$ cat src/logic/trp_pkg.sv
`default_nettype none

package trp_pkg;

	// ==========================================
	// timing
	localparam int unsigned CLK_HZ        = 100_000_000;
	localparam int unsigned RAMP_TICK_MS  = 10;
	localparam int unsigned RAMP_TICK_CYC = RAMP_TICK_MS * (CLK_HZ / 1000);

	// ==========================================
	// register indices
	localparam logic [3:0] REG_MODE     = 4'h0;
	localparam logic [3:0] REG_STEADY   = 4'h1;
	localparam logic [3:0] REG_INITIAL  = 4'h2;
	localparam logic [3:0] REG_RATE     = 4'h3;
	localparam logic [3:0] REG_REV      = 4'h4;
	localparam logic [3:0] REG_DIR      = 4'h5;
	localparam logic [3:0] REG_TOTAL_HI = 4'h6;
	localparam logic [3:0] REG_TOTAL_LO = 4'h7;
	localparam logic [3:0] REG_COUNT_HI = 4'h8;
	localparam logic [3:0] REG_COUNT_LO = 4'h9;
	localparam logic [3:0] REG_ERROR    = 4'hA;
	localparam logic [3:0] REG_STATUS   = 4'hB;

	// status word bit positions
	localparam int unsigned STAT_ACTIVE   = 0;
	localparam int unsigned STAT_COMPLETE = 1;
	localparam int unsigned STAT_CHANGING = 2;

	// ==========================================
	// value ranges and scaling
	localparam logic [15:0] MODE_WIDE     = 16'h0003;
	localparam logic [19:0] UNIT_MODE0    = 20'h0_000A;
	localparam logic [19:0] UNIT_MODE1    = 20'h0_0064;
	localparam logic [19:0] UNIT_MODE2    = 20'h0_03E8;
	localparam logic [19:0] UNIT_MODE3    = 20'h0_000A;
	localparam logic [15:0] PCT_MIN       = 16'h0001;
	localparam logic [15:0] PCT_MAX       = 16'h0064;
	localparam logic [15:0] M3_FREQ_MIN   = 16'h0014;
	localparam logic [15:0] M3_FREQ_MAX   = 16'h2710;
	localparam logic [15:0] M3_TIME_MIN   = 16'h000A;
	localparam logic [15:0] M3_TIME_MAX   = 16'h2710;
	localparam logic [15:0] M3_TIME_STEP  = 16'h000A;
	localparam logic [31:0] TOTAL_MIN     = 32'h0000_0001;
	localparam logic [31:0] TOTAL_MAX     = 32'h05F5_E100;
	localparam logic [1:0]  REV_OFF       = 2'h0;
	localparam logic [1:0]  REV_DIR_LEVEL = 2'h1;
	localparam logic [1:0]  REV_DUAL      = 2'h2;

	// ==========================================
	// error codes
	localparam logic [15:0] ERR_NONE      = 16'h0000;
	localparam logic [15:0] ERR_MODE      = 16'h0001;
	localparam logic [15:0] ERR_INITIAL   = 16'h0002;
	localparam logic [15:0] ERR_TOTAL     = 16'h0003;
	localparam logic [15:0] ERR_STEADY    = 16'h0004;
	localparam logic [15:0] ERR_RATE      = 16'h0005;
	localparam logic [15:0] ERR_REV       = 16'h0006;
	localparam logic [15:0] ERR_DIR       = 16'h0007;
	localparam logic [15:0] ERR_ORDER     = 16'h0009;
	localparam logic [15:0] ERR_RATE_SPAN = 16'h000A;

	typedef enum logic [2:0] {
		ST_IDLE,
		ST_CHECK,
		ST_DIV,
		ST_ACCEL,
		ST_STEADY,
		ST_DECEL
	} trp_state_t;

endpackage : trp_pkg

`default_nettype wire

$ cat src/logic/trp_div.sv
`default_nettype none

module trp_div #(
	parameter int unsigned P_NW = 20,
	parameter int unsigned P_DW = 16
) (
	input  wire logic            i_clk,    // system clock
	input  wire logic            i_resetn, // sync reset, active low
	input  wire logic            i_ce,     // clock enable
	input  wire logic            i_start,  // one-cycle start
	input  wire logic [P_NW-1:0] i_num,    // dividend
	input  wire logic [P_DW-1:0] i_den,    // divisor, nonzero
	output logic      [P_NW-1:0] o_quot,   // quotient
	output logic                 o_done    // one cycle when quotient valid
);

	localparam int unsigned CW = $clog2(P_NW + 1);

	typedef struct packed {
		logic            busy;
		logic            done;
		logic [P_NW-1:0] q;
		logic [P_DW:0]   rem;
		logic [CW-1:0]   cnt;
	} trp_div_t;

	trp_div_t r;
	trp_div_t next_r;
	logic [P_DW:0] sh;

	// ==========================================
	// restoring division, one quotient bit per cycle
	always_comb begin
		next_r = r;
		next_r.done = 1'b0;
		sh = {r.rem[P_DW-1:0], r.q[P_NW-1]};
		if (i_start) begin
			next_r.busy = 1'b1;
			next_r.q = i_num;
			next_r.rem = '0;
			next_r.cnt = CW'(P_NW);
		end else if (r.busy) begin
			next_r.q = {r.q[P_NW-2:0], 1'b0};
			if (sh >= {1'b0, i_den}) begin
				sh = sh - {1'b0, i_den};
				next_r.q[0] = 1'b1;
			end
			next_r.rem = sh;
			next_r.cnt = r.cnt - CW'(1);
			if (r.cnt == CW'(1)) begin
				next_r.busy = 1'b0;
				next_r.done = 1'b1;
			end
		end
	end

	always_ff @(posedge i_clk) begin
		if (!i_resetn) begin
			r <= '0;
		end else if (i_ce) begin
			r <= next_r;
		end
	end

	assign o_quot = r.q;
	assign o_done = r.done;

endmodule : trp_div

`default_nettype wire

$ cat src/logic/trp_nco.sv
`default_nettype none

module trp_nco
	import trp_pkg::*;
#(
	parameter int unsigned P_FW = 20
) (
	input  wire logic            i_clk,    // system clock
	input  wire logic            i_resetn, // sync reset, active low
	input  wire logic            i_ce,     // clock enable
	input  wire logic            i_run,    // generate while high
	input  wire logic [P_FW-1:0] i_freq,   // frequency in Hz
	output logic                 o_level,  // pulse level
	output logic                 o_fall    // one cycle at end of each pulse, none when i_run drops during a pulse
);

	localparam logic [31:0] LIM  = 32'(CLK_HZ);
	localparam logic [31:0] HALF = 32'(CLK_HZ / 2);

	typedef struct packed {
		logic [31:0] acc;
		logic        level;
		logic        fall;
	} trp_nco_t;

	trp_nco_t r;
	trp_nco_t next_r;
	logic [31:0] sum;

	// ==========================================
	// phase accumulator, first half of each period high
	always_comb begin
		next_r = r;
		next_r.fall = 1'b0;
		sum = r.acc + 32'(i_freq);
		if (sum >= LIM) begin
			sum = sum - LIM;
		end
		if (!i_run) begin
			next_r.acc = 32'h0000_0000;
			next_r.level = 1'b0;
		end else begin
			next_r.acc = sum;
			next_r.level = (sum < HALF);
			next_r.fall = r.level && !(sum < HALF);
		end
	end

	always_ff @(posedge i_clk) begin
		if (!i_resetn) begin
			r <= '0;
		end else if (i_ce) begin
			r <= next_r;
		end
	end

	assign o_level = r.level;
	assign o_fall = r.fall;

endmodule : trp_nco

`default_nettype wire

$ cat src/logic/trp_ramp.sv
`default_nettype none

module trp_ramp
	import trp_pkg::*;
#(
	parameter bit          P_DUAL_OK    = 1'b1,
	parameter int unsigned P_TICK_CYCLES = RAMP_TICK_CYC
) (
	input  wire logic        i_clk,            // 100 MHz clock
	input  wire logic        i_resetn,         // sync reset, active low
	input  wire logic        i_ce,             // clock enable, freezes all state
	input  wire logic        i_start,          // start input level
	input  wire logic [3:0]  i_addr,           // register index
	input  wire logic [15:0] i_wdata,          // write data
	input  wire logic        i_wr,             // write strobe
	input  wire logic        i_rd,             // read strobe
	output logic      [15:0] o_rdata,          // read data, cycle after read
	output logic             o_primary,        // primary pulse output
	output logic             o_secondary,      // direction or reverse pulses
	output logic             o_secondary_used, // secondary owned by this block
	output logic             o_active,         // pulses being generated
	output logic             o_complete,       // run finished or stopped
	output logic             o_changing        // frequency ramping
);

	typedef struct packed {
		trp_state_t       state;
		logic [7:0][15:0] prm;
		logic [1:0]       rev;
		logic             rev_locked;
		logic             dir;
		logic [31:0]      total;
		logic [31:0]      count;
		logic [31:0]      accel_cnt;
		logic [19:0]      freq;
		logic [19:0]      f_init;
		logic [19:0]      f_st;
		logic [19:0]      step;
		logic [31:0]      tick;
		logic             start_d;
		logic             div_go;
		logic [15:0]      err;
		logic [15:0]      rdata;
		logic             primary;
		logic             secondary;
		logic             sec_used;
		logic             active;
		logic             complete;
		logic             changing;
	} trp_ramp_t;

	localparam logic [31:0] TICK_LAST = 32'(P_TICK_CYCLES - 1);

	trp_ramp_t r;
	trp_ramp_t next_r;

	logic        nco_run;
	logic        nco_level;
	logic        nco_fall;
	logic [19:0] div_quot;
	logic        div_done;
	logic [15:0] rate_tenths;

	// ==========================================
	// word decode and checks
	logic [15:0] w_mode;
	logic [15:0] w_st;
	logic [15:0] w_init;
	logic [15:0] w_rate;
	logic [15:0] w_rev;
	logic [15:0] w_dir;
	logic [31:0] w_total;
	logic        is_m3;
	logic [19:0] unit;
	logic [35:0] f_st_w;
	logic [35:0] f_init_w;
	logic [35:0] step_w;
	logic [15:0] rev_max;
	logic [15:0] err_w;
	logic [31:0] remain;
	logic        running;
	logic        pulse;
	logic [20:0] fsum;

	always_comb begin
		w_mode  = r.prm[REG_MODE[2:0]];
		w_st    = r.prm[REG_STEADY[2:0]];
		w_init  = r.prm[REG_INITIAL[2:0]];
		w_rate  = r.prm[REG_RATE[2:0]];
		w_rev   = r.prm[REG_REV[2:0]];
		w_dir   = r.prm[REG_DIR[2:0]];
		w_total = {r.prm[REG_TOTAL_HI[2:0]], r.prm[REG_TOTAL_LO[2:0]]};
		is_m3   = (w_mode == MODE_WIDE);
		unique case (w_mode[1:0])
			2'd0: unit = UNIT_MODE0;
			2'd1: unit = UNIT_MODE1;
			2'd2: unit = UNIT_MODE2;
			2'd3: unit = UNIT_MODE3;
		endcase
		f_st_w   = 36'(w_st) * 36'(unit);
		f_init_w = 36'(w_init) * 36'(unit);
		step_w   = 36'(w_rate) * 36'(unit);
		rev_max  = P_DUAL_OK ? 16'(REV_DUAL) : 16'(REV_DIR_LEVEL);
		// first failing word wins, in code order
		if (w_mode > MODE_WIDE) begin
			err_w = ERR_MODE;
		end else if (is_m3 ? (w_init < M3_FREQ_MIN || w_init > M3_FREQ_MAX)
				: (w_init < PCT_MIN || w_init > PCT_MAX)) begin
			err_w = ERR_INITIAL;
		end else if (w_total < TOTAL_MIN || w_total > TOTAL_MAX) begin
			err_w = ERR_TOTAL;
		end else if (is_m3 ? (w_st < M3_FREQ_MIN || w_st > M3_FREQ_MAX)
				: (w_st < PCT_MIN || w_st > PCT_MAX)) begin
			err_w = ERR_STEADY;
		end else if (is_m3 ? (w_rate < M3_TIME_MIN || w_rate > M3_TIME_MAX)
				: (w_rate < PCT_MIN || w_rate > PCT_MAX)) begin
			err_w = ERR_RATE;
		end else if (w_rev > rev_max) begin
			err_w = ERR_REV;
		end else if (w_dir > 16'h0001) begin
			err_w = ERR_DIR;
		end else if (w_init >= w_st) begin
			err_w = ERR_ORDER;
		end else if (!is_m3 && f_st_w - f_init_w < step_w) begin
			err_w = ERR_RATE_SPAN;
		end else begin
			err_w = ERR_NONE;
		end
	end

	// units digit of the change time is dropped
	assign rate_tenths = w_rate / M3_TIME_STEP;

	// ==========================================
	// sequencer
	always_comb begin
		next_r = r;
		next_r.div_go = 1'b0;
		next_r.start_d = i_start;
		running = (r.state == ST_ACCEL) || (r.state == ST_STEADY) || (r.state == ST_DECEL);
		remain = 32'h0000_0000;
		fsum = 21'(r.freq) + 21'(r.step);

		if (i_wr && i_addr <= REG_TOTAL_LO) begin
			next_r.prm[i_addr[2:0]] = i_wdata;
		end

		if (running) begin
			next_r.tick = (r.tick == TICK_LAST) ? 32'h0000_0000 : r.tick + 32'h0000_0001;
		end else begin
			next_r.tick = 32'h0000_0000;
		end

		unique case (r.state)
			ST_IDLE: begin
				if (i_start && !r.start_d) begin
					next_r.state = ST_CHECK;
					next_r.complete = 1'b0;
				end
			end
			ST_CHECK: begin
				next_r.err = err_w;
				if (!r.rev_locked) begin
					next_r.rev = w_rev[1:0];
					next_r.rev_locked = 1'b1;
				end
				if (err_w != ERR_NONE) begin
					next_r.state = ST_IDLE;
				end else begin
					next_r.dir = w_dir[0];
					next_r.total = w_total;
					next_r.count = 32'h0000_0000;
					next_r.accel_cnt = 32'h0000_0000;
					next_r.f_init = f_init_w[19:0];
					next_r.f_st = f_st_w[19:0];
					next_r.freq = f_init_w[19:0];
					next_r.active = 1'b1;
					if (is_m3) begin
						next_r.state = ST_DIV;
						next_r.div_go = 1'b1;
					end else begin
						next_r.step = step_w[19:0];
						next_r.state = ST_ACCEL;
					end
				end
			end
			ST_DIV: begin
				if (div_done) begin
					next_r.step = (div_quot == 20'h0_0000) ? 20'h0_0001 : div_quot;
					next_r.state = ST_ACCEL;
				end
			end
			ST_ACCEL: begin
				if (r.tick == TICK_LAST) begin
					if (fsum >= 21'(r.f_st)) begin
						next_r.freq = r.f_st;
						next_r.state = ST_STEADY;
					end else begin
						next_r.freq = fsum[19:0];
					end
				end
			end
			ST_STEADY: begin
			end
			ST_DECEL: begin
				if (r.tick == TICK_LAST) begin
					if (21'(r.freq) <= 21'(r.f_init) + 21'(r.step)) begin
						next_r.freq = r.f_init;
					end else begin
						next_r.freq = r.freq - r.step;
					end
				end
			end
		endcase

		if (running) begin
			if (nco_fall) begin
				next_r.count = r.count + 32'h0000_0001;
				if (r.state == ST_ACCEL) begin
					next_r.accel_cnt = r.accel_cnt + 32'h0000_0001;
				end
			end
			remain = r.total - next_r.count;
			if ((next_r.state == ST_ACCEL || next_r.state == ST_STEADY)
					&& remain <= next_r.accel_cnt) begin
				next_r.state = ST_DECEL;
			end
			if (next_r.count == r.total) begin
				next_r.state = ST_IDLE;
				next_r.active = 1'b0;
				next_r.complete = 1'b1;
			end
		end

		if (!i_start && r.state != ST_IDLE) begin
			next_r.state = ST_IDLE;
			next_r.active = 1'b0;
			next_r.complete = r.active;
		end
		next_r.changing = next_r.active && (next_r.state == ST_ACCEL || next_r.state == ST_DECEL);

		// ==========================================
		// output steering
		pulse = running && nco_level && next_r.state != ST_IDLE;
		unique case (r.rev)
			REV_DIR_LEVEL: begin
				next_r.primary = pulse;
				next_r.secondary = r.dir;
				next_r.sec_used = 1'b1;
			end
			REV_DUAL: begin
				next_r.primary = pulse && !r.dir;
				next_r.secondary = pulse && r.dir;
				next_r.sec_used = 1'b1;
			end
			default: begin
				next_r.primary = pulse;
				next_r.secondary = 1'b0;
				next_r.sec_used = 1'b0;
			end
		endcase

		// ==========================================
		// register reads
		next_r.rdata = 16'h0000;
		if (i_rd) begin
			if (i_addr <= REG_TOTAL_LO) begin
				next_r.rdata = r.prm[i_addr[2:0]];
			end else if (i_addr == REG_COUNT_HI) begin
				next_r.rdata = r.count[31:16];
			end else if (i_addr == REG_COUNT_LO) begin
				next_r.rdata = r.count[15:0];
			end else if (i_addr == REG_ERROR) begin
				next_r.rdata = r.err;
			end else if (i_addr == REG_STATUS) begin
				next_r.rdata[STAT_ACTIVE] = r.active;
				next_r.rdata[STAT_COMPLETE] = r.complete;
				next_r.rdata[STAT_CHANGING] = r.changing;
			end
		end
	end

	always_ff @(posedge i_clk) begin
		if (!i_resetn) begin
			r <= '0;
		end else if (i_ce) begin
			r <= next_r;
		end
	end

	// ==========================================
	// pulse synthesis and step division
	assign nco_run = (r.state == ST_ACCEL) || (r.state == ST_STEADY) || (r.state == ST_DECEL);

	trp_nco #(
		.P_FW (20)
	) u_nco (
		.i_clk    (i_clk),
		.i_resetn (i_resetn),
		.i_ce     (i_ce),
		.i_run    (nco_run),
		.i_freq   (r.freq),
		.o_level  (nco_level),
		.o_fall   (nco_fall)
	);

	// mode 3 step is frequency span over number of ticks
	trp_div #(
		.P_NW (20),
		.P_DW (16)
	) u_div (
		.i_clk    (i_clk),
		.i_resetn (i_resetn),
		.i_ce     (i_ce),
		.i_start  (r.div_go),
		.i_num    (r.f_st - r.f_init),
		.i_den    (rate_tenths),
		.o_quot   (div_quot),
		.o_done   (div_done)
	);

	assign o_rdata          = r.rdata;
	assign o_primary        = r.primary;
	assign o_secondary      = r.secondary;
	assign o_secondary_used = r.sec_used;
	assign o_active         = r.active;
	assign o_complete       = r.complete;
	assign o_changing       = r.changing;

endmodule : trp_ramp

`default_nettype wire
$ cat config.mk
export PLATFORM = sky130hd
export DESIGN_NAME = trp_ramp
export DESIGN_NICKNAME = d
export VERILOG_FILES = /design/src/logic/trp_pkg.sv /design/src/logic/trp_div.sv /design/src/logic/trp_nco.sv /design/src/logic/trp_ramp.sv
export SDC_FILE = /design/constraint.sdc
export NUM_CORES = 2
export LEC_CHECK = 0
export ABC_AREA = 0
export BUFFER_PORTS_ARGS = -buffer_cell sky130_fd_sc_hd__buf_2
export CAP_MARGIN = 20
export CORE_MARGIN = 5
export CORE_UTILIZATION = 60
export DETAILED_ROUTE_END_ITERATION = 12
export PLACE_DENSITY_LB_ADDON = 0.2
export SLEW_MARGIN = 20
export SYNTH_ARGS = -nofsm -noshare
export SYNTH_HDL_FRONTEND = slang
export SYNTH_SLANG_ARGS = --single-unit
$ cat constraint.sdc
create_clock -name i_clk -period 17.2 [get_ports i_clk]
set_input_delay 0.86 -clock i_clk [delete_from_list [all_inputs] [get_ports i_clk]]
set_output_delay 0.86 -clock i_clk [all_outputs]
set_load 0.005 [all_outputs]
Word level (Yosys, flattened, before mapping)
Cells that the tools add are included.
- input bits: 26
- flip-flop bits (word level): 460
- logic and storage cells: 231
- div/mod/pow operators: 1
- multiplexer cells: 74
- reductions and logical operators: 45
- add/subtract/negate cells: 13
- order comparisons: 28
- bitwise logic cells: 2
- eq/ne operators: 27
- $mul: 3
- operators with widths (cell ; count):
    2-to-1 mux 64 bit ; 4
    2-to-1 mux 144 bit ; 1
    2-to-1 mux 20 bit ; 7
    bitwise mux 128 bit ; 1
    2-to-1 mux 32 bit ; 4
    one-hot mux 20 bit (3 select lines) ; 2
    multiplier 16 x 20 -> 36 bit ; 3
    adder 32 x 1 -> 32 bit, second input constant ; 3
    2-to-1 mux 16 bit ; 6
    binary-select mux 16 bit (select 3 bit) ; 1
    demux 16 bit (select 3 bit) ; 1
    > comparator 16 x 14 -> 1 bit, second input constant ; 3
    > comparator 16 x 7 -> 1 bit, second input constant ; 3
    < comparator 16 x 1 -> 1 bit, second input constant ; 3
    2-to-1 mux 44 bit ; 1
    adder 20 x 20 -> 21 bit ; 2
    2-to-1 mux 42 bit ; 1
    one-hot mux 20 bit (2 select lines) ; 1
    subtractor 20 bit ; 2
    < comparator 36 bit ; 1
    2-to-1 mux 4 bit ; 9
    subtractor 36 bit ; 1
    2-to-1 mux 17 bit ; 2
    2-to-1 mux 33 bit ; 1
    other kinds (54) ; 130

Depth between registers and ports, before layout
- word-level depth: 33
- gate-level depth with buffers: 85
- gate-level depth less buffers: 82

Cells and area by module
Synthesis repeated with hierarchy kept, for this count alone.
- cells, all modules: 6246
- area total of the unflattened synthesis: 50169.4 um2
- modules (own cells, without submodules) (module ; area each (um2) ; seq. area each (um2) ; instances ; cells each):
    trp_ramp ; 42802.3 ; 7387.1 ; 1 ; 5304
    trp_nco ; 4345.4 ; 680.7 ; 1 ; 572
    trp_div ; 3021.6 ; 860.8 ; 1 ; 370

Worst setup path before layout
OpenSTA, ideal clock, no wires.
- path kind: reg2reg
- start point: register r (netlist bit w_mode[0])
- end point: register r (netlist bit o_changing)
- cell stages (with the launch flop): 82
- path slack: 2.592 ns
- clock period less this slack: 14.608 ns
- required time: 17.126 ns
- buffers on the path: 3
- arrival: 14.534 ns
- cells stage by stage: dfxtp_1 -> inv_1 -> ha_1 -> clkbuf_1 -> buf_1 -> nand2_1 -> fa_1 -> fa_1 -> inv_1 -> ha_1 -> fa_1 -> ha_1 -> inv_1 -> fa_1 -> inv_1 -> ha_1 -> a21boi_0 -> o21ai_0 -> [46 not listed] -> o21bai_1 -> a21oi_1 -> inv_1 -> a21oi_1 -> xnor2_1 -> ha_1 -> nor2b_1 -> o21ai_0 -> nand2b_1 -> a21o_1 -> a21oi_1 -> o21ai_0 -> a21o_1 -> a221o_1 -> a21oi_1 -> o21a_1 -> o21ai_0 -> o21ai_0
- word-level cells in the longest chain between the ends: 31
- elaborated cells on any way between the ends: 56
- those cells by class: add/sub: 2; mul: 3; order compare: 3; eq/ne: 9; mux: 30; reduce/logical: 9
- ends and longest elaborated chain (element ; line ; source):
    start: declaration ; trp_ramp.sv:54 ; trp_ramp_t r;
    start signal: assignment ; trp_ramp.sv:287 ; r <= next_r;
    == test 2 bit or zero test 2 bit (tied branches) ; trp_ramp.sv:94 ; unique case (w_mode[1:0])
    OR reduction 2 bit (no line) ; - ;
    one-hot mux 20 bit (3 select lines) * ; trp_ramp.sv:94 ;
    multiplier 16 x 20 -> 36 bit * ; trp_ramp.sv:100 ; f_st_w = 36'(w_st) * 36'(unit);
    named net f_st_w[16] ; trp_ramp.sv:75 ; logic [35:0] f_st_w;
    subtractor 36 bit * ; trp_ramp.sv:124 ; end else if (!is_m3 && f_st_w - f_init_w < step_w) begin
    < comparator 36 bit * ; trp_ramp.sv:124 ;
    logical AND 1 bit * ; trp_ramp.sv:124 ;
    [16 not listed] ; - ;
    logical AND 1 bit ; trp_ramp.sv:225 ; && remain <= next_r.accel_cnt) begin
    2-to-1 mux 3 bit ; trp_ramp.sv:224 ; if ((next_r.state == ST_ACCEL || next_r.state == ST_STEADY)
    2-to-1 mux 3 bit ; trp_ramp.sv:228 ; if (next_r.count == r.total) begin
    2-to-1 mux 3 bit ; trp_ramp.sv:216 ; if (running) begin
    2-to-1 mux 3 bit ; trp_ramp.sv:235 ; if (!i_start && r.state != ST_IDLE) begin
    == test 3 x 2 -> 1 bit or == test 3 bit (tied branches) ; trp_ramp.sv:240 ; next_r.changing = next_r.active && (next_r.state == ST_ACCEL || next_r.state == ST_DECEL);
    logical OR 1 bit ; trp_ramp.sv:240 ;
    logical AND 1 bit * ; trp_ramp.sv:240 ;
The timed path passes the listed nets; every way through them passes the cells marked *. The select of a mux whose other input is x is not followed.
A chain may end at the register's enable or synchronous reset.

Worst setup path after layout
- start point: register r (netlist bit w_mode[0])
- end point: register r (netlist bit o_changing)
- word-level cells in the longest chain between the ends: 31
- elaborated cells on any way between the ends: 56
- those cells by class: add/sub: 2; mul: 3; order compare: 3; eq/ne: 9; mux: 30; reduce/logical: 9
- ends and longest elaborated chain (element ; line):
    == test 2 bit or zero test 2 bit (tied branches) ; trp_ramp.sv:94
    OR reduction 2 bit (no line) ; -
    one-hot mux 20 bit (3 select lines) ; trp_ramp.sv:94
    multiplier 16 x 20 -> 36 bit, on equally long branches ; trp_ramp.sv:100, trp_ramp.sv:101
    subtractor 36 bit ; trp_ramp.sv:124
    < comparator 36 bit ; trp_ramp.sv:124
    logical AND 1 bit ; trp_ramp.sv:124
    2-to-1 mux 4 bit ; trp_ramp.sv:124
    [15 not listed] ; -
    logical AND 1 bit ; trp_ramp.sv:225
    2-to-1 mux 3 bit ; trp_ramp.sv:224
    2-to-1 mux 3 bit ; trp_ramp.sv:228
    2-to-1 mux 3 bit ; trp_ramp.sv:216
    2-to-1 mux 3 bit ; trp_ramp.sv:235
    == test 3 x 2 -> 1 bit or == test 3 bit (tied branches) ; trp_ramp.sv:240
    logical OR 1 bit ; trp_ramp.sv:240
    logical AND 1 bit * ; trp_ramp.sv:240
Mark *: on every way between the ends. The rest lies on a longest branch, timed or not. The select of a mux whose other input is x is not followed.

==> impl_metrics.env <==
export IMPL_power_density_nw_per_um2=49.1
export IMPL_grt_pass1_vias=41684
export IMPL_place_hpwl_um=108000
export IMPL_fin_crit_sh_pct=93.5
export IMPL_cts_tree="done"
export IMPL_synth_top_family_by_area="adder cells"
export IMPL_start_util_pct=60.4
export IMPL_syn_area_um2=48500
export IMPL_ys_types=110
export IMPL_nets=6850
export IMPL_hold_class="reg2reg"
export IMPL_slowest_stage="or4b_2"
export IMPL_fp_coreArea_um2=80300
export IMPL_globalRouteOverflowTotal=0
export IMPL_rr_endpoint="o_changing$_SDFFE_PN0P_"
export IMPL_grt_pass1_wl_um=221000
export IMPL_vias=43450
export IMPL_synthAdderAreaFrac_pct=26.9
export IMPL_clk_latency_ns=0.64
export IMPL_gp_congestion=0.954
export IMPL_fmax_ghz=0.0622
export IMPL_synth_seq_cells=446
export IMPL_port_buffers=47
export IMPL_cts_sinks=446
export IMPL_synth_commonest_cells="642 x nand2_1, 640 x ha_1, 619 x inv_1, 516 x nor2_1, 446 x dfxtp_1"
export IMPL_grt_max_degree=122
export IMPL_holdWs_ns=0.457
export IMPL_yosys_area_top_type="dfxtp_1"
export IMPL_r2r_cells=67
export IMPL_power_mw=2.51
export IMPL_synth_edf_count=0
export IMPL_finalMaxSlewViolations=0
export IMPL_rows=104
export IMPL_antenna_found_initial=2
export IMPL_die_x_um=294
export IMPL_setup_viol=0
export IMPL_skew_ns=0.0596
export IMPL_finalCriticalPeriod_ns=16.08
export IMPL_synthMuxAreaShare_pct=4.63
export IMPL_whs_path_depth=2
export IMPL_status="completed"
export IMPL_min_to="r[216]$_SDFFE_PN0P_"
export IMPL_ir_drop_v=0.0000718
export IMPL_drcViolationCount=0
export IMPL_synth_top_area_share_pct=18.4
export IMPL_relSlewSlack_pct=18.9
export IMPL_finalSetupTns_ns=0
export IMPL_crit_type="reg2reg"
export IMPL_area_delta_synth_final_pct=5.76
export IMPL_syn_inst=6066
export IMPL_clkTransAtPathRegs_ns=0.06
export IMPL_r2r_start="w_mode[0]$_SDFFE_PN0P_"
export IMPL_cpMostUsedCell="o21ai_0"
export IMPL_required_ns=17.75
export IMPL_ys_flop_type="dfxtp_1"
export IMPL_viasPerCell=6.18
export IMPL_drive_above_1_share_pct=5.86
export IMPL_h_tree_depth=2
export IMPL_die_height_um=294
export IMPL_arrival_ns=16.62
export IMPL_yosysWarnings=0
export IMPL_cts_buffer_depth=3
export IMPL_synth_compound_area_share_pct=18.8
export IMPL_cts_buffers=51
export IMPL_cp_slowest_stage_delay_ns=0.68
export IMPL_post_cts_buffers=0
export IMPL_first_iter_violations=3322
export IMPL_root_buffer="clkbuf_16"
export IMPL_crit_fanout=20
export IMPL_io_pins=48
export IMPL_cts_resized_gates=0
export IMPL_dr_pass1_iters=6
export IMPL_min_delay_start="r[216]$_SDFFE_PN0P_"
export IMPL_end_kind="flop"
export IMPL_p_leak_nw=23.3
export IMPL_async_reset_ff_share_pct=0
export IMPL_grt_usage_pct=31.0
export IMPL_cp_start_kind="flop"
export IMPL_ant_nets=0
export IMPL_drt_wirelength_per_cell_um=19.8
export IMPL_hold_violations=0
export IMPL_dieArea_um2=86600
export IMPL_cts_hold_buf=0
export IMPL_finalWirelength_um=139000
export IMPL_syn_avg_cell_area_um2=7.99
export IMPL_rsz0062_at_grt="false"
export IMPL_yosys_area_share_xor_xnor_pct=4.95
export IMPL_worst_r2r_setup_slack_ns=1.12
export IMPL_maxCapViolations=0
export IMPL_worstMarginPinSlew_ns=1.19
export IMPL_yosys_top_cells_area="dfxtp_1 18%, ha_1 17%, fa_1 10%, nand2_1 5.0%, inv_1 4.8%"
export IMPL_ys_seq_area_share_pct=18.4
export IMPL_synth_simple_gate_area_share_pct=18.8
export IMPL_yosysMostFrequentCell="nand2_1"
==> how the worst max path moves through the flow <==
| stage | start | slack (ns) | depth (start not counted) | end |
|---|---|---|---|---|
| floorplan | w_mode[0]$_SDFFE_PN0P_ | 2.59 | 81 | o_changing$_SDFFE_PN0P_ |
| global placement | w_mode[0]$_SDFFE_PN0P_ | 1.22 | 64 | o_changing$_SDFFE_PN0P_ |
| detailed placement | w_mode[0]$_SDFFE_PN0P_ | 0.93 | 70 | o_changing$_SDFFE_PN0P_ |
| CTS | w_mode[0]$_SDFFE_PN0P_ | 0.83 | 72 | o_changing$_SDFFE_PN0P_ |
| global route | w_mode[0]$_SDFFE_PN0P_ | 0.01 | 76 | o_changing$_SDFFE_PN0P_ |
| finish | w_mode[0]$_SDFFE_PN0P_ | 1.12 | 67 | o_changing$_SDFFE_PN0P_ |
==> per-layer routing <==
layer,vias to the layer above,share of wire (%),track usage (%)
met5,-,0.019,0
met4,4,4.5,12.2
met3,361,8.1,4.47
met2,1652,46,51.3
met1,20683,41,41.3
li1,20750,-,-
==> placed cells by master (no fill, tap or decap), drive strengths merged, types with 109 or more instances in the layout <==
cell   count
nand2    643
ha       640
inv      626
nor2     516
dfxtp    446
a21oi    443
o21ai    281
fa       252
xnor2    170
nor3     125
nand3    122
mux2i    114
and2     112
buf      109
==> sequential cells by signal, summed over array words and instances (netlist names), 16 cells and up <==
register	cells
u_div.r	22
u_div.o_quot	20
w_rate	16
u_nco.r	32
w_st	16
w_mode	16
w_rev	16
w_dir	16
w_init	16
o_rdata	16
r	251
==> kinds of logic (layout without fill, tap and decap cells) <==
kind of cell / after synthesis / count (layout)
AOI/OAI and AO/OA: 1406 / 1406
xor gates and xnor gates: 271 / 271
adders and majority gates: 893 / 893
buffers and inverters: 934 / 829
DFF: 446 / 446
muxes: 177 / 177
other: 2 / 16
and+or+nand+nor: 1937 / 1937
==> stage by stage <==
step	cell area (um^2)	worst slack (ns)	util [%]	instances
CTS	51200	0.825	63.8	7032
finish	51300	1.12	63.9	7035
global placement	49400	1.22	61.5	6937
global route	51300	0.0132	63.9	7034
floorplan	48500	2.59	-	6079
detailed placement	49400	0.934	61.5	6937
==> critical path: cells and delay by family, from the launching register on <==
kind / cells / cell delay, ns
AOI/OAI and AO/OA: 35 / 7.81
adders and majority gates: 12 / 4.57
and+or+nand+nor: 12 / 2.27
buffers and inverters: 5 / 0.49
DFF: 1 / 0.45
xor gates and xnor gates: 3 / 0.43
==> layout make-up <==
cell class	instances	area, um^2
Clock buffer	66	1420
Inverter	624	2350
Timing Repair Buffer	110	749
Antenna cell	1	2.50
Clock inverter	29	395
Sequential cell	446	8930
Multi-Input combinational cell	4699	36100
Fill cell	7027	29000
Tap cell	1060	1330
==> where the power goes <==
group	switching, mW	internal (mW)	leakage [nW]
clock network	0.482	0.696	0.887
registers	0.00478	1.04	3.59
logic	0.184	0.113	18.8
No activity file was read; power rests on OpenSTA's default activity.
